<file path="src/rtl/rtcs_defs.vh">
// Purpose: Constants for the real-time counter control and synchroniser block.
// Assumes: Register index times four is the byte address on the APB bus.
// Notes: Every offset lives here, with the control, flag and debug field positions, byte and word reset values and sync counts.
// Operation
// - Counter runs in idle sleep; in standby only with run_in_standby set.
// - Periodic timer keeps running in every sleep mode.
// - Counter and periodic timer advance only on edges of the selected RTC clock.
// - Status shows match, limit, count and control sync pending on bits 3..0.
// - Periodic status bit 0 shows periodic control write still synchronising.
// - Prescaler field bits 6:3 divides the RTC clock by two to its value.
// - Control writes reach counter logic after two RTC edges, flag set meanwhile.
// - Control bit 0 enables the counter.
// - Interrupt enable bit 1 match, bit 0 wrap; request needs enable and flag.
// - Match flag bit 1 sets on count equal match value, write one clears.
// - At the wrap limit the count returns to zero and sets flag bit 0.
// - One shared byte latch, read/write, reset zero, serves all 16-bit registers.
// - Control, status, interrupt enable and flags reset to zero.
// - Shared prescaler stops when both enables are zero, runs otherwise.
// - Clock source 0 internal 32k, 1 divided 1k, 3 external pin, 2 reserved.
// - Periodic field picks 4 up to 32768 cycles; value 0 gives no interrupt.
`ifndef RTCS_DEFS_VH
`define RTCS_DEFS_VH

// ==========================================================================
// Register indices
`define RTCS_IDX_CTRL 8'h00
`define RTCS_IDX_STATUS 8'h01
`define RTCS_IDX_INTEN 8'h02
`define RTCS_IDX_FLAGS 8'h03
`define RTCS_IDX_LATCH 8'h04
`define RTCS_IDX_DBG 8'h05
`define RTCS_IDX_SRCSEL 8'h07
`define RTCS_IDX_CNT 8'h08
`define RTCS_IDX_PER 8'h0a
`define RTCS_IDX_CMP 8'h0c
`define RTCS_IDX_PCTRL 8'h10
`define RTCS_IDX_PSTATUS 8'h11
`define RTCS_IDX_PINTEN 8'h12
`define RTCS_IDX_PFLAGS 8'h13
`define RTCS_IDX_PDBG 8'h15

// ==========================================================================
// Field positions
`define RTCS_CTRL_STBY 7
`define RTCS_DIV_MSB 6
`define RTCS_DIV_LSB 3
`define RTCS_EN_BIT 0
`define RTCS_CMP_BIT 1
`define RTCS_WRAP_BIT 0
`define RTCS_HALTRUN_BIT 0

// ==========================================================================
// Reset values and counts
`define RTCS_RST_BYTE 8'h00
`define RTCS_RST_WORD 16'h0000
`define RTCS_RST_LIMIT 16'hffff
`define RTCS_SYNC_EDGES 2'h2
`define RTCS_SLOTS 5

`endif

</file>
<file path="src/rtl/rtcs_prescaler.v">
// Purpose: Shared prescaler counter feeding counter ticks and periodic edges.
// Assumes: RTC edges arrive as one-cycle pulses in the bus clock domain.
// Notes: Counter clears whenever it is stopped, so it restarts from zero.
`timescale 1ns/1ps
`default_nettype none
`include "rtcs_defs.vh"

module rtcs_prescaler (
  input wire clk,             // Bus clock
  input wire rst_n,           // Synchronised reset, active low
  input wire i_rtc_edge,      // RTC clock edge pulse
  input wire i_run,           // Either function enabled
  input wire [3:0] i_div,     // Prescaler exponent
  input wire [3:0] i_period,  // Periodic interval select
  output wire o_tick,         // Prescaled counter tick
  output wire o_pit_rise      // Periodic output rising edge
);
  reg [14:0] cnt_q;
  reg pit_lvl_q;
  wire [14:0] mask;
  wire pit_lvl;

  assign mask = 15'h7fff >> (4'hf - i_div);
  assign o_tick = i_rtc_edge & i_run & ((cnt_q & mask) == mask);
  // Period 2^(n+1) cycles follows prescaler bit n.
  assign pit_lvl = (i_period != 4'h0) && (i_period != 4'hf) && cnt_q[i_period];
  assign o_pit_rise = pit_lvl & ~pit_lvl_q;

  always @(posedge clk or negedge rst_n) begin
    if (!rst_n) begin
      cnt_q <= 15'h0000;
      pit_lvl_q <= 1'b0;
    end else begin
      pit_lvl_q <= pit_lvl;
      if (!i_run) begin
        cnt_q <= 15'h0000;
      end else if (i_rtc_edge) begin
        cnt_q <= cnt_q + 15'h0001;
      end
    end
  end
endmodule // rtcs_prescaler

`default_nettype wire

</file>
<file path="src/rtl/rtcs_sync_slot.v">
// Purpose: Tracks one register update until it has crossed two RTC edges.
// Assumes: RTC edges arrive as one-cycle pulses in the bus clock domain.
// Notes: A new load restarts the wait.
`timescale 1ns/1ps
`default_nettype none
`include "rtcs_defs.vh"

module rtcs_sync_slot (
  input wire clk,         // Bus clock
  input wire rst_n,       // Synchronised reset, active low
  input wire i_load,      // Register written
  input wire i_rtc_edge,  // RTC clock edge pulse
  output wire o_busy,     // Update pending
  output wire o_apply     // Update takes effect now
);
  reg busy_q;
  reg [1:0] cnt_q;

  // Second RTC edge after the write commits the value.
  assign o_apply = busy_q & i_rtc_edge & (cnt_q == (`RTCS_SYNC_EDGES - 2'h1));
  assign o_busy = busy_q;

  always @(posedge clk or negedge rst_n) begin
    if (!rst_n) begin
      busy_q <= 1'b0;
      cnt_q <= 2'h0;
    end else if (i_load) begin
      busy_q <= 1'b1;
      cnt_q <= 2'h0;
    end else if (o_apply) begin
      busy_q <= 1'b0;
      cnt_q <= 2'h0;
    end else if (busy_q && i_rtc_edge) begin
      cnt_q <= cnt_q + 2'h1;
    end
  end
endmodule // rtcs_sync_slot

`default_nettype wire

</file>
<file path="src/rtl/rtcs_top.v">
// Purpose: Real-time counter and periodic timer with APB register access.
// Assumes: RTC source clocks are slow levels sampled by the bus clock.
// Notes: Byte address is register index times four; data in bits 7:0.
//
// The APB register port was left to the implementer.
`timescale 1ns/1ps
`default_nettype none
`include "rtcs_defs.vh"

module rtcs_top (
  input wire I_CLK_SYS,          // Bus clock, 200 MHz
  input wire I_NRST,             // Reset, active low
  input wire I_PSEL,             // APB select
  input wire I_PENABLE,          // APB enable
  input wire I_PWRITE,           // APB direction
  input wire [7:0] I_PADDR,      // APB byte address
  input wire [31:0] I_PWDATA,    // APB write data
  input wire [3:0] I_PSTRB,      // APB byte strobes
  output wire [31:0] O_PRDATA,   // APB read data
  output wire O_PREADY,          // APB ready
  output wire O_PSLVERR,         // APB error
  input wire I_OSC32K,           // Internal 32.768 kHz oscillator level
  input wire I_OSC1K,            // Divided 1.024 kHz level
  input wire I_EXTCLK,           // External clock pin level
  input wire I_SLEEP_STANDBY,    // System in standby sleep
  input wire I_DEBUG_HALT,       // CPU halted by debugger
  output wire O_IRQ              // Interrupt request, active high
);

  // ========================================================================
  // Reset release
  reg [1:0] rst_sync_q;
  wire rst_n;

  always @(posedge I_CLK_SYS or negedge I_NRST) begin
    if (!I_NRST) begin
      rst_sync_q <= 2'b00;
    end else begin
      rst_sync_q <= {rst_sync_q[0], 1'b1};
    end
  end
  assign rst_n = rst_sync_q[1];

  // ========================================================================
  // Decoding helpers
  // Returns which 16-bit pair an index falls in: 1 count, 2 limit, 3 match.
  function [1:0] pair_of;
    input [7:0] idx;
    begin
      case ({idx[7:1], 1'b0})
        `RTCS_IDX_CNT: pair_of = 2'h1;
        `RTCS_IDX_PER: pair_of = 2'h2;
        `RTCS_IDX_CMP: pair_of = 2'h3;
        default: pair_of = 2'h0;
      endcase
    end
  endfunction

  function mapped_idx;
    input [7:0] idx;
    begin
      case (idx)
        `RTCS_IDX_CTRL, `RTCS_IDX_STATUS, `RTCS_IDX_INTEN, `RTCS_IDX_FLAGS,
        `RTCS_IDX_LATCH, `RTCS_IDX_DBG, `RTCS_IDX_SRCSEL, `RTCS_IDX_PCTRL,
        `RTCS_IDX_PSTATUS, `RTCS_IDX_PINTEN, `RTCS_IDX_PFLAGS,
        `RTCS_IDX_PDBG: mapped_idx = 1'b1;
        default: mapped_idx = (pair_of(idx) != 2'h0);
      endcase
    end
  endfunction

  // ========================================================================
  // Bus decode
  wire [7:0] idx;
  wire mapped;
  wire [1:0] pair;
  wire access;
  wire wr;
  wire rd;
  wire setup_rd;
  wire [7:0] wdat;

  assign idx = {2'b00, I_PADDR[7:2]};
  assign mapped = mapped_idx(idx);
  assign pair = pair_of(idx);
  assign access = I_PSEL & I_PENABLE;
  assign wr = access & I_PWRITE & I_PSTRB[0] & mapped;
  assign rd = access & ~I_PWRITE & mapped;
  assign setup_rd = I_PSEL & ~I_PENABLE & ~I_PWRITE;
  assign wdat = I_PWDATA[7:0];

  // Zero wait states keep every transfer two cycles long.
  assign O_PREADY = 1'b1;
  assign O_PSLVERR = access & ~mapped;

  // ========================================================================
  // RTC clock selection and edge detection
  reg [1:0] src_sel_q;
  reg src_lvl;
  reg [1:0] src_sync_q;
  reg src_prev_q;
  wire rtc_edge;

  always @* begin
    case (src_sel_q)
      2'h0: src_lvl = I_OSC32K;
      2'h1: src_lvl = I_OSC1K;
      2'h3: src_lvl = I_EXTCLK;
      default: src_lvl = 1'b0;
    endcase
  end

  // The reserved selection yields no edges, so the counter simply stands still.
  always @(posedge I_CLK_SYS or negedge rst_n) begin
    if (!rst_n) begin
      src_sync_q <= 2'b00;
      src_prev_q <= 1'b0;
    end else begin
      src_sync_q <= {src_sync_q[0], src_lvl};
      src_prev_q <= src_sync_q[1];
    end
  end
  assign rtc_edge = src_sync_q[1] & ~src_prev_q;

  // ========================================================================
  // Bus-side registers
  reg [7:0] ctrl_q;
  reg [1:0] inten_q;
  reg [1:0] flags_q;
  reg [7:0] latch_q;
  reg dbg_q;
  reg [7:0] pctrl_q;
  reg pinten_q;
  reg pflag_q;
  reg pdbg_q;
  reg [15:0] cnt_wr_q;
  reg [15:0] per_wr_q;
  reg [15:0] cmp_wr_q;
  reg [4:0] load;
  wire [4:0] busy;
  wire [4:0] apply;
  wire cmp_ev;
  wire wrap_ev;
  wire pit_ev;
  reg [15:0] cnt_q;
  reg [15:0] per_q;
  reg [15:0] cmp_q;

  // Writes arm the matching sync slot: 0 control, 1 count, 2 limit, 3 match,
  // 4 periodic control.
  always @* begin
    load = 5'h00;
    if (wr) begin
      load[0] = (idx == `RTCS_IDX_CTRL);
      load[1] = (pair == 2'h1) & idx[0];
      load[2] = (pair == 2'h2) & idx[0];
      load[3] = (pair == 2'h3) & idx[0];
      load[4] = (idx == `RTCS_IDX_PCTRL);
    end
  end

  always @(posedge I_CLK_SYS or negedge rst_n) begin
    if (!rst_n) begin
      ctrl_q <= `RTCS_RST_BYTE;
      inten_q <= 2'h0;
      dbg_q <= 1'b0;
      src_sel_q <= 2'h0;
      pctrl_q <= `RTCS_RST_BYTE;
      pinten_q <= 1'b0;
      pdbg_q <= 1'b0;
      cnt_wr_q <= `RTCS_RST_WORD;
      per_wr_q <= `RTCS_RST_LIMIT;
      cmp_wr_q <= `RTCS_RST_WORD;
    end else if (wr) begin
      case (idx)
        `RTCS_IDX_CTRL: ctrl_q <= {wdat[7:3], 2'b00, wdat[0]};
        `RTCS_IDX_INTEN: inten_q <= wdat[1:0];
        `RTCS_IDX_DBG: dbg_q <= wdat[`RTCS_HALTRUN_BIT];
        `RTCS_IDX_SRCSEL: src_sel_q <= wdat[1:0];
        `RTCS_IDX_PCTRL: pctrl_q <= {1'b0, wdat[6:3], 2'b00, wdat[0]};
        `RTCS_IDX_PINTEN: pinten_q <= wdat[0];
        `RTCS_IDX_PDBG: pdbg_q <= wdat[`RTCS_HALTRUN_BIT];
        `RTCS_IDX_CNT + 8'h01: cnt_wr_q <= {wdat, latch_q};
        `RTCS_IDX_PER + 8'h01: per_wr_q <= {wdat, latch_q};
        `RTCS_IDX_CMP + 8'h01: cmp_wr_q <= {wdat, latch_q};
        default: ctrl_q <= ctrl_q;
      endcase
    end
  end

  // Shared byte latch for every 16-bit pair.
  always @(posedge I_CLK_SYS or negedge rst_n) begin
    if (!rst_n) begin
      latch_q <= `RTCS_RST_BYTE;
    end else if (wr && (idx == `RTCS_IDX_LATCH)) begin
      latch_q <= wdat;
    end else if (wr && (pair != 2'h0) && !idx[0]) begin
      latch_q <= wdat;
    end else if (rd && (pair != 2'h0) && !idx[0]) begin
      case (pair)
        2'h1: latch_q <= cnt_q[15:8];
        2'h2: latch_q <= per_q[15:8];
        default: latch_q <= cmp_q[15:8];
      endcase
    end
  end

  // Set wins over a simultaneous write-one clear.
  always @(posedge I_CLK_SYS or negedge rst_n) begin
    if (!rst_n) begin
      flags_q <= 2'h0;
      pflag_q <= 1'b0;
    end else begin
      flags_q[`RTCS_CMP_BIT] <= cmp_ev | (flags_q[`RTCS_CMP_BIT] &
        ~(wr && (idx == `RTCS_IDX_FLAGS) && wdat[`RTCS_CMP_BIT]));
      flags_q[`RTCS_WRAP_BIT] <= wrap_ev | (flags_q[`RTCS_WRAP_BIT] &
        ~(wr && (idx == `RTCS_IDX_FLAGS) && wdat[`RTCS_WRAP_BIT]));
      pflag_q <= pit_ev | (pflag_q & ~(wr && (idx == `RTCS_IDX_PFLAGS) && wdat[0]));
    end
  end

  // ========================================================================
  // Crossing into the RTC timing logic
  genvar g;
  generate
    for (g = 0; g < `RTCS_SLOTS; g = g + 1) begin : g_slot
      rtcs_sync_slot u_slot (
        .clk(I_CLK_SYS),
        .rst_n(rst_n),
        .i_load(load[g]),
        .i_rtc_edge(rtc_edge),
        .o_busy(busy[g]),
        .o_apply(apply[g])
      );
    end
  endgenerate

  reg [7:0] ctrl_eff_q;
  reg [7:0] pctrl_eff_q;

  always @(posedge I_CLK_SYS or negedge rst_n) begin
    if (!rst_n) begin
      ctrl_eff_q <= `RTCS_RST_BYTE;
      pctrl_eff_q <= `RTCS_RST_BYTE;
      per_q <= `RTCS_RST_LIMIT;
      cmp_q <= `RTCS_RST_WORD;
    end else begin
      if (apply[0]) begin
        ctrl_eff_q <= ctrl_q;
      end
      if (apply[2]) begin
        per_q <= per_wr_q;
      end
      if (apply[3]) begin
        cmp_q <= cmp_wr_q;
      end
      if (apply[4]) begin
        pctrl_eff_q <= pctrl_q;
      end
    end
  end

  // ========================================================================
  // Counter and periodic timer
  wire rtc_en;
  wire pit_en;
  wire rtc_go;
  wire pit_go;
  wire tick;
  wire pit_rise;
  wire [15:0] cnt_next;

  assign rtc_en = ctrl_eff_q[`RTCS_EN_BIT];
  assign pit_en = pctrl_eff_q[`RTCS_EN_BIT];
  // Standby stops the counter unless run_in_standby is set; idle never does.
  assign rtc_go = rtc_en & ~(I_SLEEP_STANDBY & ~ctrl_eff_q[`RTCS_CTRL_STBY]) &
    ~(I_DEBUG_HALT & ~dbg_q);
  // Sleep never gates the periodic timer, only a debug halt can.
  assign pit_go = pit_en & ~(I_DEBUG_HALT & ~pdbg_q);

  rtcs_prescaler u_presc (
    .clk(I_CLK_SYS),
    .rst_n(rst_n),
    .i_rtc_edge(rtc_edge),
    .i_run(rtc_en | pit_en),
    .i_div(ctrl_eff_q[`RTCS_DIV_MSB:`RTCS_DIV_LSB]),
    .i_period(pctrl_eff_q[6:3]),
    .o_tick(tick),
    .o_pit_rise(pit_rise)
  );

  assign cnt_next = (cnt_q == per_q) ? 16'h0000 : cnt_q + 16'h0001;
  assign wrap_ev = tick & rtc_go & (cnt_q == per_q);
  assign cmp_ev = tick & rtc_go & (cnt_next == cmp_q);
  assign pit_ev = pit_rise & pit_go;

  // A pending count write overrides a tick in the same cycle.
  always @(posedge I_CLK_SYS or negedge rst_n) begin
    if (!rst_n) begin
      cnt_q <= `RTCS_RST_WORD;
    end else if (apply[1]) begin
      cnt_q <= cnt_wr_q;
    end else if (tick && rtc_go) begin
      cnt_q <= cnt_next;
    end
  end

  // ========================================================================
  // Read path
  reg [7:0] rd_mux;
  reg [31:0] prdata_q;

  always @* begin
    case (idx)
      `RTCS_IDX_CTRL: rd_mux = ctrl_q;
      `RTCS_IDX_STATUS: rd_mux = {4'h0, busy[3:0]};
      `RTCS_IDX_INTEN: rd_mux = {6'h00, inten_q};
      `RTCS_IDX_FLAGS: rd_mux = {6'h00, flags_q};
      `RTCS_IDX_LATCH: rd_mux = latch_q;
      `RTCS_IDX_DBG: rd_mux = {7'h00, dbg_q};
      `RTCS_IDX_SRCSEL: rd_mux = {6'h00, src_sel_q};
      `RTCS_IDX_CNT: rd_mux = cnt_q[7:0];
      `RTCS_IDX_PER: rd_mux = per_q[7:0];
      `RTCS_IDX_CMP: rd_mux = cmp_q[7:0];
      `RTCS_IDX_CNT + 8'h01,
      `RTCS_IDX_PER + 8'h01,
      `RTCS_IDX_CMP + 8'h01: rd_mux = latch_q;
      `RTCS_IDX_PCTRL: rd_mux = pctrl_q;
      `RTCS_IDX_PSTATUS: rd_mux = {7'h00, busy[4]};
      `RTCS_IDX_PINTEN: rd_mux = {7'h00, pinten_q};
      `RTCS_IDX_PFLAGS: rd_mux = {7'h00, pflag_q};
      `RTCS_IDX_PDBG: rd_mux = {7'h00, pdbg_q};
      default: rd_mux = 8'h00;
    endcase
  end

  // Read data is captured in the setup cycle and held through the access.
  always @(posedge I_CLK_SYS or negedge rst_n) begin
    if (!rst_n) begin
      prdata_q <= 32'h0000_0000;
    end else if (setup_rd) begin
      prdata_q <= {24'h00_0000, rd_mux};
    end
  end
  assign O_PRDATA = prdata_q;

  // ========================================================================
  // Interrupt
  assign O_IRQ = |(flags_q & inten_q) | (pflag_q & pinten_q);

endmodule // rtcs_top

`default_nettype wire

</file>
<file path="config.mk">
export PLATFORM = sky130hd
export DESIGN_NAME = rtcs_top
export DESIGN_NICKNAME = d
export VERILOG_FILES = /design/src/rtl/rtcs_prescaler.v /design/src/rtl/rtcs_sync_slot.v /design/src/rtl/rtcs_top.v
export VERILOG_INCLUDE_DIRS = /design/src /design/src/rtl
export SDC_FILE = /design/constraint.sdc
export NUM_CORES = 1
export LEC_CHECK = 0
export BUFFER_PORTS_ARGS = -buffer_cell sky130_fd_sc_hd__buf_2
export CORE_MARGIN = 2
export CORE_UTILIZATION = 31
export DETAILED_ROUTE_END_ITERATION = 10
export MAX_ROUTING_LAYER = met4
export REMOVE_ABC_BUFFERS = 1
export SYNTH_ARGS = -nofsm -noshare
export SYNTH_HDL_FRONTEND = slang
export SYNTH_SLANG_ARGS = --single-unit
</file>
<file path="constraint.sdc">
create_clock -name I_CLK_SYS -period 6.1 [get_ports I_CLK_SYS]
set_clock_uncertainty 0.15 [all_clocks]
set_input_delay 0.61 -clock I_CLK_SYS [delete_from_list [all_inputs] [get_ports I_CLK_SYS]]
set_output_delay 0.61 -clock I_CLK_SYS [all_outputs]
set_load 0.02 [all_outputs]
</file>
**Word level (Yosys, flattened, before mapping)**

Cells that the tools add are included.

- Register bits: 180
- Output and inout port bits: 35
- Bits of input ports: 54
- Word-level logic and storage cells: 231

- Equality and inequality tests: 35
- $add $sub $neg: 8
- Shift-type cells: 1
- Order comparisons: 1
- Bitwise gates (word level): 61
- Muxes and demuxes: 42
- Reductions and logical operators: 49

Operators with widths:

| operator | number |
|---|---|
| $pmux 8 s15 | 1 |
| $mux 16 | 3 |
| $and 1x1->1 | 40 |
| $eq 6x4->1 const B | 6 |
| $eq 16x16->1 | 2 |
| $mux 2 | 16 |
| $eq 6x5->1 const B | 5 |
| $mux 15 | 2 |
| $mux 8 | 3 |
| $reduce_and 2->1 | 10 |
| $eq 6x3->1 const B | 3 |
| $logic_and 1x1->1 | 18 |
| $reduce_bool 3->1 | 6 |
| $add 16x1->16 const B | 1 |
| $pmux 8 s2 | 1 |
| $reduce_bool 2->1 | 8 |
| $add 15x1->15 const B | 1 |
| $and 15x15->15 | 1 |
| $eq 15x15->1 | 1 |
| $eq 5x3->1 const B | 3 |
| $shr 15x4->15 const A | 1 |
| $eq 2x1->1 const B | 7 |
| $not 1->1 | 14 |
| $eq 6x2->1 const B | 2 |
| 21 further kinds | 42 |

**Logic depth before layout (Yosys ltp)**

Gate-level depths: netlist of run 1.

- Depth in word-level cells: 11
- Gate-level depth with buffers: 13
- Gate-level depth less buffers: 11

**Modules after synthesis**

Synthesis of run 1 repeated with hierarchy kept, for this count alone.

- Cell total of the unflattened synthesis: 915
- Area, all modules: 9810.7 um^2

By module, submodules not included:

| module | instances | area an instance (um^2) | cells each |
|---|---|---|---|
| rtcs_top | 1 | 8025.2 | 747 |
| rtcs_prescaler | 1 | 1091.0 | 113 |
| rtcs_sync_slot | 5 | 138.9 | 11 |

**Least setup slack after synthesis of run 1**

OpenSTA, ideal clock, no wires.

- Kind: input to register
- From: input I_PADDR[4]
- To: register per_wr_q[10]
- Data required time: 5865 ps
- Stages on the path: 11
- Data arrival time: 3008 ps
- Setup slack: 2857 ps
- Path through: clkbuf_1 buf_1 xor2_1 nand2_1 ha_1 a21oi_4 and3_2 and2_1 buf_4 buf_6 mux2_1

- Cells in the longest elaborated chain, start to end: 7

Ends and longest elaborated chain:

| item | line | text |
|---|---|---|
| start, declared | rtcs_top.v:16 | `input wire [7:0] I_PADDR,` |
| $eq 5x3->1 | rtcs_top.v:50 | `case ({idx[7:1], 1'b0})` |
| $pmux 2 s3 | rtcs_top.v:50 |  |
| $mux 2 | rtcs_top.v:62 | `case (idx)` |
| $reduce_bool 2->1 | rtcs_top.v:67 | `default: mapped_idx = (pair_of(idx) != 2'h0);` |
| $mux 1 | rtcs_top.v:62 |  |
| $and 1x1->1 | rtcs_top.v:87 | `assign wr = access & I_PWRITE & I_PSTRB[0] & mapped;` |
| $reduce_and 2->1 (no source line) (*) | -- |  |
| end signal, assigned | rtcs_top.v:172 | `` per_wr_q <= `RTCS_RST_LIMIT; `` |
| end signal, assigned | rtcs_top.v:184 | `` `RTCS_IDX_PER + 8'h01: per_wr_q <= {wdat, latch_q}; `` |
| end, declared | rtcs_top.v:137 | `reg [15:0] per_wr_q;` |

Mark *: on every way between the ends. The rest lies on a longest branch, timed or not. The select of a mux whose other input is x is not followed.
A chain may end at the register's enable or synchronous reset.

**Worst setup path in the final report of run 1**

- From: register cnt_q[0]
- To: register cnt_q[8]

- Cells in the longest elaborated chain, start to end: 4

Ends and longest elaborated chain:

| item | line | text |
|---|---|---|
| start, declared | rtcs_top.v:145 | `reg [15:0] cnt_q;` |
| start signal, assigned | rtcs_top.v:300 | `` cnt_q <= `RTCS_RST_WORD; `` |
| start signal, assigned | rtcs_top.v:302 | `cnt_q <= cnt_wr_q;` |
| start signal, assigned | rtcs_top.v:304 | `cnt_q <= cnt_next;` |
| $add 16x1->16 or $eq 16x16->1 (tied branches) | rtcs_top.v:292 | `assign cnt_next = (cnt_q == per_q) ? 16'h0000 : cnt_q + 16'h0001;` |
| $mux 16 (*) | rtcs_top.v:292 |  |
| $mux 16 (*) | rtcs_top.v:303 | `end else if (tick && rtc_go) begin` |
| $mux 16 (*) | rtcs_top.v:301 | `end else if (apply[1]) begin` |

Marks and branches as above.

==> key figures, run 1 <==
Setup path
  • Worst setup endpoint: cnt_q[8]
  • Worst Setup End Kind: flop
  • FF-to-FF path depth: 6
  • Critical Path Start Type: flop
  • R2r setup slk: 2.34 ns
  • Critical path startpoint: cnt_q[0]
  • Crit Path Class: flop to flop
  • RR Startpoint: cnt_q[0]
  • Worst EP arrival: approximately 4 ns
  • Crit path max fanout: 15
  • Worst Path Required: 6.26 ns
  • R2r endpoint: cnt_q[8]

Logic synthesis
  • Post-synth EDFFs: 0
  • Most used flip-flop cell after synthesis: dfrtp_1
  • Synth top area cells: dfrtp_1, mux2_2, dfstp_2
  • Most frequent cell after synthesis: dfrtp_1
  • Yosys reg bits: 180
  • Post-synth top area share: between 30% and 40%
  • Syn_area_per_cell: around 10 µm²
  • YS warnings: 0
  • Synth cell types: 73
  • Sequential share of the synthesized area: 47.2%
  • Ys async rst share: 100%
  • Syn Inst Count: roughly 930
  • Cell area after synthesis: roughly 9600 µm²
  • Dominant cell type by area after synthesis: dfrtp_1
  • Top cells by count, synth: dfrtp_1, mux2_2, o21ai_0

Layout
  • Ant. Diodes: 0
  • Fillcell total: 3,088
  • Layout Nets: 988
  • Post-Layout Cell Count: roughly 1,300
  • Layout cells sized above 1: approximately 24%
  • Final instance area: around 11,000 µm²
  • Final core occ: between 30% and 40%
  • Synthesis-to-finish area growth: 10.3%

Global routing
  • First-pass GRT wire length: a little under 40 mm
  • Initial antenna violation count: 0
  • Maximum number of pins on one net before global-route repair: 69
  • Grt total ovfl: 0
  • Vias in the first global route: about 6,800
  • Total track usage: ~16%

STA
  • Worst setup margin: between 2 and 2.5 ns
  • Final TNS setup: 0 ns
  • Max-slew violation count: 0
  • Slew of the pin with the lowest slew margin: between 1 and 1.5 ns
  • Min Tclk post-route: about 3.8 ns
  • Final period utilization: around three fifths
  • Fmax: approximately 270 MHz
  • Rel. slew slack: between 20% and 30%
  • Final hold viol count: 0
  • Final setup fails: 0
  • RSZ-0062 raised after global routing: no
  • WHS: between 0.2 and 0.25 ns

Routing
  • Vias per cell: about 5.3
  • DR DRC count: 0
  • Final wirelength: approximately 25 mm
  • DR WL/cell: approximately 18 µm
  • DR vias: approximately 7,000
  • DRT Pass-1 Iters: 5
  • Iter 0 DRT Violations: 691
  • Post-DRT Antenna Nets: 0

Placement
  • Gpl congestion: approximately 0.87
  • Port Buffers: 34
  • HPWL Detailed: around 17 mm
  • Place WS: slightly below 2 ns
  • DP Cell Count: roughly 1,300
  • Placed instance area: around 10,000 µm²

Min path
  • Worst hold start: rst_sync_q[0]
  • Hold Crit Class: flop to flop

Clock tree
  • Clk_lat worst skew: ~0.43 ns
  • CTS sink count: 180
  • Clk root buf: clkbuf_16
  • H-tree Lvls: 4
  • Clock Tree Buf Depth: 2
  • Clock-pin slew on the worst setup and hold paths: 0.07 ns
  • Post CTS Setup Buffer Count: 0
  • Post-CTS sizing: 0
  • CTS Buf Count: 17
  • CTS tree: built

Floorplan
  • Core box area: 30,600 µm²
  • Starting Density: a little under a third
  • Die width: about 180 µm
  • Die Ht: 180 µm
  • Rows: 64
  • I/O pin count: just under 90
  • Die ar.: between 30,000 and 40,000 µm²

Pwr
  • Leak: between 4 and 5 nW
  • Tot Pwr: roughly 3.0 mW
  • Maximum VDD drop: around 0.18 mV
  • Cell Pwr Density: ~280 nW/µm²

Flow run
  • MaxCap Viol Count: 0

Outcome
  • Status: completed
[critical path, stage by stage (launching register included)]
cell and delay (ns):
dfrtp_1 0.52, xor2_1 0.21, nor4_1 0.67, nand4_1 0.79
nand2b_1 0.85, o21ai_0 0.17, mux2_2 0.28
[worst min path at each step]
stage                     to  slack (ns)  depth (start not counted)
2_1_floorplan  rst_sync_q[0]        0.16                          0
3_3_place_gp   rst_sync_q[1]        0.19                          0
3_5_place_dp   src_sync_q[1]        0.19                          0
4_1_cts        src_sync_q[1]        0.21                          0
5_1_grt        rst_sync_q[1]        0.23                          0
6_report       rst_sync_q[1]        0.20                          0
[area by class of cell]
class	instances	area, µm²	share of cell area, %
clock buffers	19	443	4.17
multi-input cells	666	4660	43.9
repair buffers	42	233	2.19
inverters	21	78.8	0.743
clock inverters	13	159	1.50
well taps	396	495	4.67
flip-flops and latches	180	4550	42.8
[flip-flops by register name (all words and copies together), names as in the netlist, 8 cells and up]
register             cells
cmp_q                   16
cmp_wr_q                16
cnt_q                   16
cnt_wr_q                16
per_q                   16
per_wr_q                16
u_presc.cnt_q           15
g_slot.u_slot.cnt_q     10
O_PRDATA                 8
latch_q                  8
[layer usage]
layer | global-route usage (%) | up-vias | part of all wire, % | routed length, µm
li1 | - | 3285 | - | -
met1 | 22.1 | 3592 | 47 | 11500
met2 | 23.5 | 240 | 46 | 11200
met3 | 2.45 | 30 | 5.8 | 1420
met4 | 4.61 | 0 | 1.8 | 437
met5 | - | - | 0 | 0
[power by group]
part           switching, mW  internal [mW]
Sequential             0.121           1.26
Combinational          0.289          0.195
Clock                  0.478          0.654
[cells by family after synthesis]
| family | after synthesis | share of synthesized area [%] |
|---|---|---|
| simple gates | 266 | 13.8 |
| compound gates | 187 | 12.5 |
| flops | 180 | 47.2 |
| mux | 129 | 15.4 |
| buf+inv | 104 | 5.38 |
| xor+xnor | 51 | 4.78 |
| fa+ha+maj | 7 | 0.897 |
| other cells | 2 | 0.0780 |
[layout by cell type, fill, tap and decap left out, drive strengths merged, types with 19 or more instances in the layout]
cell / Yosys / routed
nor2: 68 / 68
dfrtp: 148 / 148
nand2: 73 / 73
buf: 46 / 41
conb: 2 / 26
dfstp: 32 / 32
mux2: 113 / 113
nand3: 30 / 30
xor2: 36 / 36
a21oi: 33 / 33
inv: 21 / 21
o21ai: 73 / 73
clkbuf: 37 / 19
[timing repair]
| item | in CTS | in global routing |
|---|---|---|
| hold endpoints to repair | 2 | 0 |
| hold buffers | 1 | 0 |
| endpoints found under the setup margin | 0 | 0 |
Note: power is estimated with default switching activity, not from simulation.
==> run 2, diff against run 1 <==
- clock period: 6.1 -> 3.8 ns (I/O delays scaled with it)
==> run 2 against run 1 <==
Net effect:
- first-iteration DRC count is 16% lower
- non-clock buffer count is 14 higher
- cell area is 0.68% higher
- combinational power is 67% higher
- sequential power is 60% higher
- sequential cell count stayed put
- sequential share of layout area is 0.29 points lower
- largest power group unchanged
==> key figures, run 2 (synthesis results as in run 1) <==
Routing
  • DR WL/cell: 17.9 µm (-2.5%)
  • DRT Pass-1 Iters: 6 (+1)
  • DR vias: 7,025 (-1.7%)
  • Vias per cell: 5.20 (-2.7%)
  • Final wirelength: 24.2 mm (-1.5%)
  • Post-DRT Antenna Nets: 0 (unchanged)
  • DR DRC count: 0 (unchanged)
  • Iter 0 DRT Violations: 579 (-16%)

Global routing
  • First-pass GRT wire length: 39.3 mm (+0.44%)
  • Initial antenna violation count: 1 (+1)
  • Total track usage: 15.7% (-0.032 points)
  • Vias in the first global route: 6,806 (-0.088%)
  • Grt total ovfl: 0 (unchanged)
  • Maximum number of pins on one net before global-route repair: 66 (-4.3%)

STA
  • WHS: 0.0408 ns (-0.161 ns)
  • Slew of the pin with the lowest slew margin: 0.966 ns (-0.123 ns)
  • Max-slew violation count: 0 (unchanged)
  • Final hold viol count: 0 (unchanged)
  • RSZ-0062 raised after global routing: no
  • Final period utilization: 82.0% (+20 points)
  • Fmax: 321 MHz (+21%)
  • Rel. slew slack: 35.0% (+8.3 points)
  • Worst setup margin: 0.684 ns (-1.65 ns)
  • Final setup fails: 0 (unchanged)
  • Min Tclk post-route: 3.12 ns (-0.649 ns)

Placement
  • DP Cell Count: 1,318 (+1.1%)
  • Port Buffers: 34 (unchanged)
  • Gpl congestion: 0.839 (-3.3%)
  • Place WS: 0.769 ns (-1.21 ns)
  • HPWL Detailed: 17.2 mm (+2.6%)

Layout
  • Synthesis-to-finish area growth: 11.0%
  • Most frequent cells in the layout: dfrtp_1, mux2_2, o21ai_0
  • Ant. Diodes: 0 (unchanged)
  • Multi-input gate area: 4660 µm² (unchanged)
  • Layout Nets: 1,002 (+1.4%)
  • Fillcell total: 3,070 (-0.58%)
  • FF+latch area: 4550 µm² (unchanged)
  • Post-Layout Cell Count: 1,351 (+1.0%)
  • Most common cell after layout, fill and taps aside: dfrtp_1
  • Layout cells sized above 1: 25.1% (+1.1 points)

Flow run
  • MaxCap Viol Count: 0 (unchanged)

Clock tree
  • CTS tree: built
  • H-tree Lvls: 4 (unchanged)
  • Clk root buf: clkbuf_16
  • Clock-pin slew on the worst setup and hold paths: 0.07 ns (about the same)
  • CTS Buf Count: 17 (unchanged)
  • Post CTS Setup Buffer Count: 0 (unchanged)
  • Clock Tree Buf Depth: 2 (unchanged)
  • CTS sink count: 180 (unchanged)
  • Clk_lat worst skew: 0.43 ns (about the same)

Setup path
  • Worst Path Required: 4.02 ns (-2.24 ns)
  • Worst Setup End Kind: flop
  • Worst EP arrival: 3.34 ns (-0.59 ns)
  • Critical path, cell by cell: ha_1, nand3_1, nor4_1, xor2_1, or4_1, o21a_1, a22oi_1, a31o_2
  • Crit Path Class: flop to flop
  • Crit path max fanout: 6 (-9)
  • Worst path max stage delay: 0.52 ns (-0.33 ns)
  • Critical Path Start Type: flop
  • Worst path slowest cell: or4_1

Pwr
  • Maximum VDD drop: 0.314 mV (+73%)
  • Cell Pwr Density: 441 nW/µm² (+56%)
  • Leak: 4.69 nW (+1.0%)

Floorplan
  • Rows: 64 (unchanged)
  • Core box area: 30,600 µm² (unchanged)
  • Starting Density: 31.5% (unchanged)
  • Die ar.: 32,500 µm² (unchanged)
  • I/O pin count: 89 (unchanged)
  • Die width: 180 µm (unchanged)
  • Die Ht: 180 µm (unchanged)

Outcome
  • Status: completed

Min path
  • Hold Crit Class: input port to flop
==> run 2: changes by cell type in the layout (fill, tap and decap cells not counted), sizes merged <==
cell	change
clkinvlp	+1
inv	+4
bufinv	-2
buf	+14
clkinv	-2
clkbuf	-1
==> run 2: final timing paths <==
path | from | to | slack [ns] | cells after the start
hold / removal | I_EXTCLK | src_sync_q[0] | 0.04 | 3
min in group asynchronous | I_NRST | rst_sync_q[1] | 0.12 | 2
hold reg to reg | rst_sync_q[0] | rst_sync_q[1] | 0.20 | 0
max in group asynchronous | rst_sync_q[1] | per_q[5] | 2.30 | 1
setup / recovery | cnt_q[1] | flags_q[1] | 0.68 | 8
setup reg to reg | cnt_q[1] | flags_q[1] | 0.68 | 8
==> run 2: cell type report <==
| cell class | count | area share, % |
|---|---|---|
| multi-input cells | 666 | 43.6 |
| well taps | 396 | 4.64 |
| clock buffers | 18 | 4.02 |
| repair buffers | 56 | 3.28 |
| clock inverters | 14 | 1.19 |
| flip-flops and latches | 180 | 42.6 |
| inverters | 21 | 0.738 |
==> run 2: metal layers <==
layer / global-route usage [%] / up-vias / wire length, µm / share of wire, %
met5: - / - / 0 / 0
met3: 2.99 / 29 / 1150 / 4.8
met1: 21.4 / 3505 / 11400 / 47
li1: - / 3296 / - / -
met2: 24.1 / 195 / 11300 / 47
met4: 3.97 / 0 / 337 / 1.4
==> run 2: repair_timing <==
item                                   in CTS  in global routing
endpoints found under the hold margin       2                  0
hold buffers                                1                  0
resized for setup                           0                  0
==> run 2: critical path, delay by kind of cell (launching register included) <==
kind,cells,cell delay [ns]
fa+ha+maj,1,0.30
compound gates,3,0.67
xor+xnor,1,0.19
flops,1,0.46
simple gates,3,1.27
==> run 2: through the flow <==
| stage | power (mW) | utilization (%) | cell area, µm² | setup TNS (ns) |
|---|---|---|---|---|
| finish | 4.71 | 34.9 | 10700 | 0 |
| global route | 4.96 | 34.9 | 10700 | 0 |
| CTS | 4.74 | 34.9 | 10700 | 0 |
| detailed placement | 3.04 | 33.1 | 10100 | 0 |
| global placement | 3.03 | 33.1 | 10100 | 0 |
| floorplan | 2.75 | - | 9280 | -254.22 |
==> run 2: report_power, final <==
| group | internal (mW) | leakage, nW | switching (mW) |
|---|---|---|---|
| clock | 0.909 | 0.263 | 0.783 |
| sequential | 2.03 | 2.35 | 0.186 |
| combinational | 0.336 | 2.07 | 0.471 |
| total | 3.27 | 4.69 | 1.44 |
==> run 3, diff against run 2 <==
- clock period: 3.8 -> 3.1 ns (I/O delays scaled with it)
==> run 3 against run 2 <==
Net effect:
- wire length up 3.7%
- hold slack worse by 0.0036 ns
- cell area up 2.7%
- highest routed layer unchanged
==> key figures, run 3 (synthesis results as in run 1) <==
Floorplan
  • Starting Density: 31.5% (unchanged)
  • Die Ht: 180 µm (unchanged)
  • Core box area: 30,600 µm² (unchanged)
  • I/O pin count: 89 (unchanged)
  • Die width: 180 µm (unchanged)
  • Rows: 64 (unchanged)
  • Die ar.: 32,500 µm² (unchanged)

Global routing
  • Grt total ovfl: 0 (unchanged)
  • Vias in the first global route: 6,852 (+0.68%)
  • First-pass GRT wire length: 39.9 mm (+1.5%)
  • Total track usage: 16.2% (+0.44 points)
  • Maximum number of pins on one net before global-route repair: 142 (+120%)
  • Initial antenna violation count: 0 (-1)

Setup path
  • Worst Path Required: 3.32 ns (-0.70 ns)
  • Delay-heaviest family, CP: simple AND/OR/NAND/NOR gates
  • Crit path max fanout: 7 (+1)
  • Crit Path Class: flop to flop
  • Worst EP arrival: 3.13 ns (-0.21 ns)
  • Critical path, cell by cell: ha_1, nand3_1, nor4_1, buf_4, xor2_1, or4_1, o21a_1, a22oi_1, a31o_2
  • CP Buf/Inv Count: 1 (+1)
  • Critical Path Start Type: flop
  • Worst Setup End Kind: flop
  • Worst path max stage delay: 0.48 ns (-0.04 ns)
  • Worst path slowest cell: dfrtp_1

Clock tree
  • Clock Tree Buf Depth: 2 (unchanged)
  • H-tree Lvls: 4 (unchanged)
  • Post CTS Setup Buffer Count: 0 (unchanged)
  • Clk_lat worst skew: 0.43 ns (about the same)
  • Clock-pin slew on the worst setup and hold paths: 0.07 ns (about the same)
  • CTS sink count: 180 (unchanged)
  • Clk root buf: clkbuf_16
  • CTS Buf Count: 17 (unchanged)
  • Post-CTS sizing: 0 (unchanged)
  • CTS tree: built

Pwr
  • Comb pwr share: 18.8% (+1.7 points)
  • Sw power: 1.79 mW (+25%)
  • Switching Share: 29.2% (-1.4 points)
  • Clk network pwr share: 38.0% (+2.1 points)
  • Maximum VDD drop: 0.376 mV (+19%)
  • Cell Pwr Density: 559 nW/µm² (+27%)
  • Sequential power share: 43.2% (-3.8 points)
  • Leak: 4.86 nW (+3.7%)
  • Internal power: 4.34 mW (+33%)

Placement
  • HPWL Detailed: 17.6 mm (+2.6%)
  • Gpl congestion: 0.871 (+3.8%)
  • Port Buffers: 34 (unchanged)
  • Placed instance area: 10,300 µm² (+2.0%)

Layout
  • Synthesis-to-finish area growth: 14.0%
  • FF+latch area: 4550 µm² (unchanged)
  • Ant. Diodes: 0 (unchanged)
  • Final instance area: 11,000 µm² (+2.7%)
  • Fillcell total: 3,062 (-0.26%)
  • Most common cell after layout, fill and taps aside: dfrtp_1
  • Multi-input gate area: 4660 µm² (unchanged)
  • Layout Nets: 1,027 (+2.5%)
  • Most frequent cells in the layout: dfrtp_1, mux2_2, o21ai_0
  • Layout cells sized above 1: 27.0% (+1.8 points)

Routing
  • Top layer used by detailed routing: met4
  • DR vias: 7,131 (+1.5%)
  • Iter 0 DRT Violations: 683 (+18%)
  • Metal1 wirelength: 11.9 mm (+4.5%)
  • Met3 WL: 1.18 mm (+2.4%)
  • Vias per cell: 5.19 (-0.26%)
  • Post-DRT Antenna Nets: 0 (unchanged)
  • DR DRC count: 0 (unchanged)
  • DR WL/cell: 18.2 µm (+1.9%)
  • Routed wl met2: 11.5 mm (+2.1%)
  • DRT Pass-1 Iters: 5 (-1)
  • Final wirelength: 25.1 mm (+3.7%)

Flow run
  • MaxCap Viol Count: 0 (unchanged)

Outcome
  • Status: completed

STA
  • Final hold viol count: 0 (unchanged)
  • Slew of the pin with the lowest slew margin: 0.975 ns (+0.00956 ns)
  • Final TNS setup: 0 ns (unchanged)
  • Final setup fails: 0 (unchanged)
  • Rel. slew slack: 34.7% (-0.28 points)
  • Max-slew violation count: 0 (unchanged)
  • Final period utilization: 94.1% (+12 points)
  • Min Tclk post-route: 2.92 ns (-0.197 ns)
  • Fmax: 343 MHz (+6.8%)
  • RSZ-0062 raised after global routing: no

Min path
  • Hold Crit Class: input port to async pin
-- run 3: per-stage QoR --
step           std cells  power [mW]  hold slack (ns)  utilization, %  worst slack (ns)
2_1_floorplan        867        3.37           -0.136               -             -2.38
3_3_place_gp        1342        3.81          -0.0497            33.8             0.255
3_5_place_dp        1342        3.82          -0.0482            33.8             0.289
4_1_cts             1375        6.17           0.0240            35.9             0.246
5_1_grt             1375        6.43           0.0471            35.9            0.0504
6_report            1375        6.14           0.0372            35.9             0.182
-- run 3: what timing repair did --
item	CTS	global route
hold endpoints to repair	3	0
hold buffers	2	0
endpoints found under the setup margin	0	0
-- run 3: power groups by stage --
stage,combinational [mW],clock (mW),sequential [mW]
floorplan,0.669,0,2.70
global placement,1.12,0,2.69
detailed placement,1.13,0,2.69
CTS,1.14,2.38,2.65
global route,1.26,2.51,2.67
finish,1.15,2.33,2.65
-- run 3: routing by layer --
layer	up-vias	GRT usage (%)
li1	3349	-
met1	3561	22.4
met3	35	2.61
met2	186	24.2
met4	0	4.97
met5	-	-
-- run 3: path summary, 6_finish.rpt --
| kind | from | to | slack (ns) | cells past startpoint |
|---|---|---|---|---|
| setup / recovery | cnt_q[0] | flags_q[1] | 0.18 | 9 |
| max in group asynchronous | rst_sync_q[1] | cnt_q[9] | 1.92 | 1 |
| hold / removal | I_NRST | rst_sync_q[1] | 0.04 | 2 |
| min in group I_CLK_SYS | I_OSC32K | src_sync_q[0] | 0.04 | 3 |
| hold reg to reg | rst_sync_q[0] | rst_sync_q[1] | 0.20 | 0 |
| setup reg to reg | cnt_q[0] | flags_q[1] | 0.18 | 9 |
-- run 3: final cells by class --
cell class / count / area share [%]
inverters: 21 / 0.718
clock inverters: 13 / 1.73
multi-input cells: 666 / 42.4
well taps: 396 / 4.51
repair buffers: 81 / 5.15
clock buffers: 18 / 4.00
flip-flops and latches: 180 / 41.4
-- run 3: worst reg2reg max path, delay by kind of cell, from the launching register on --
family	cells	cell delay, ns
and+or+nand+nor	3	0.99
AOI/OAI and AO/OA	3	0.68
DFF	1	0.48
adders and majority gates	1	0.29
buffers and inverters	1	0.18
xor gates and xnor gates	1	0.08
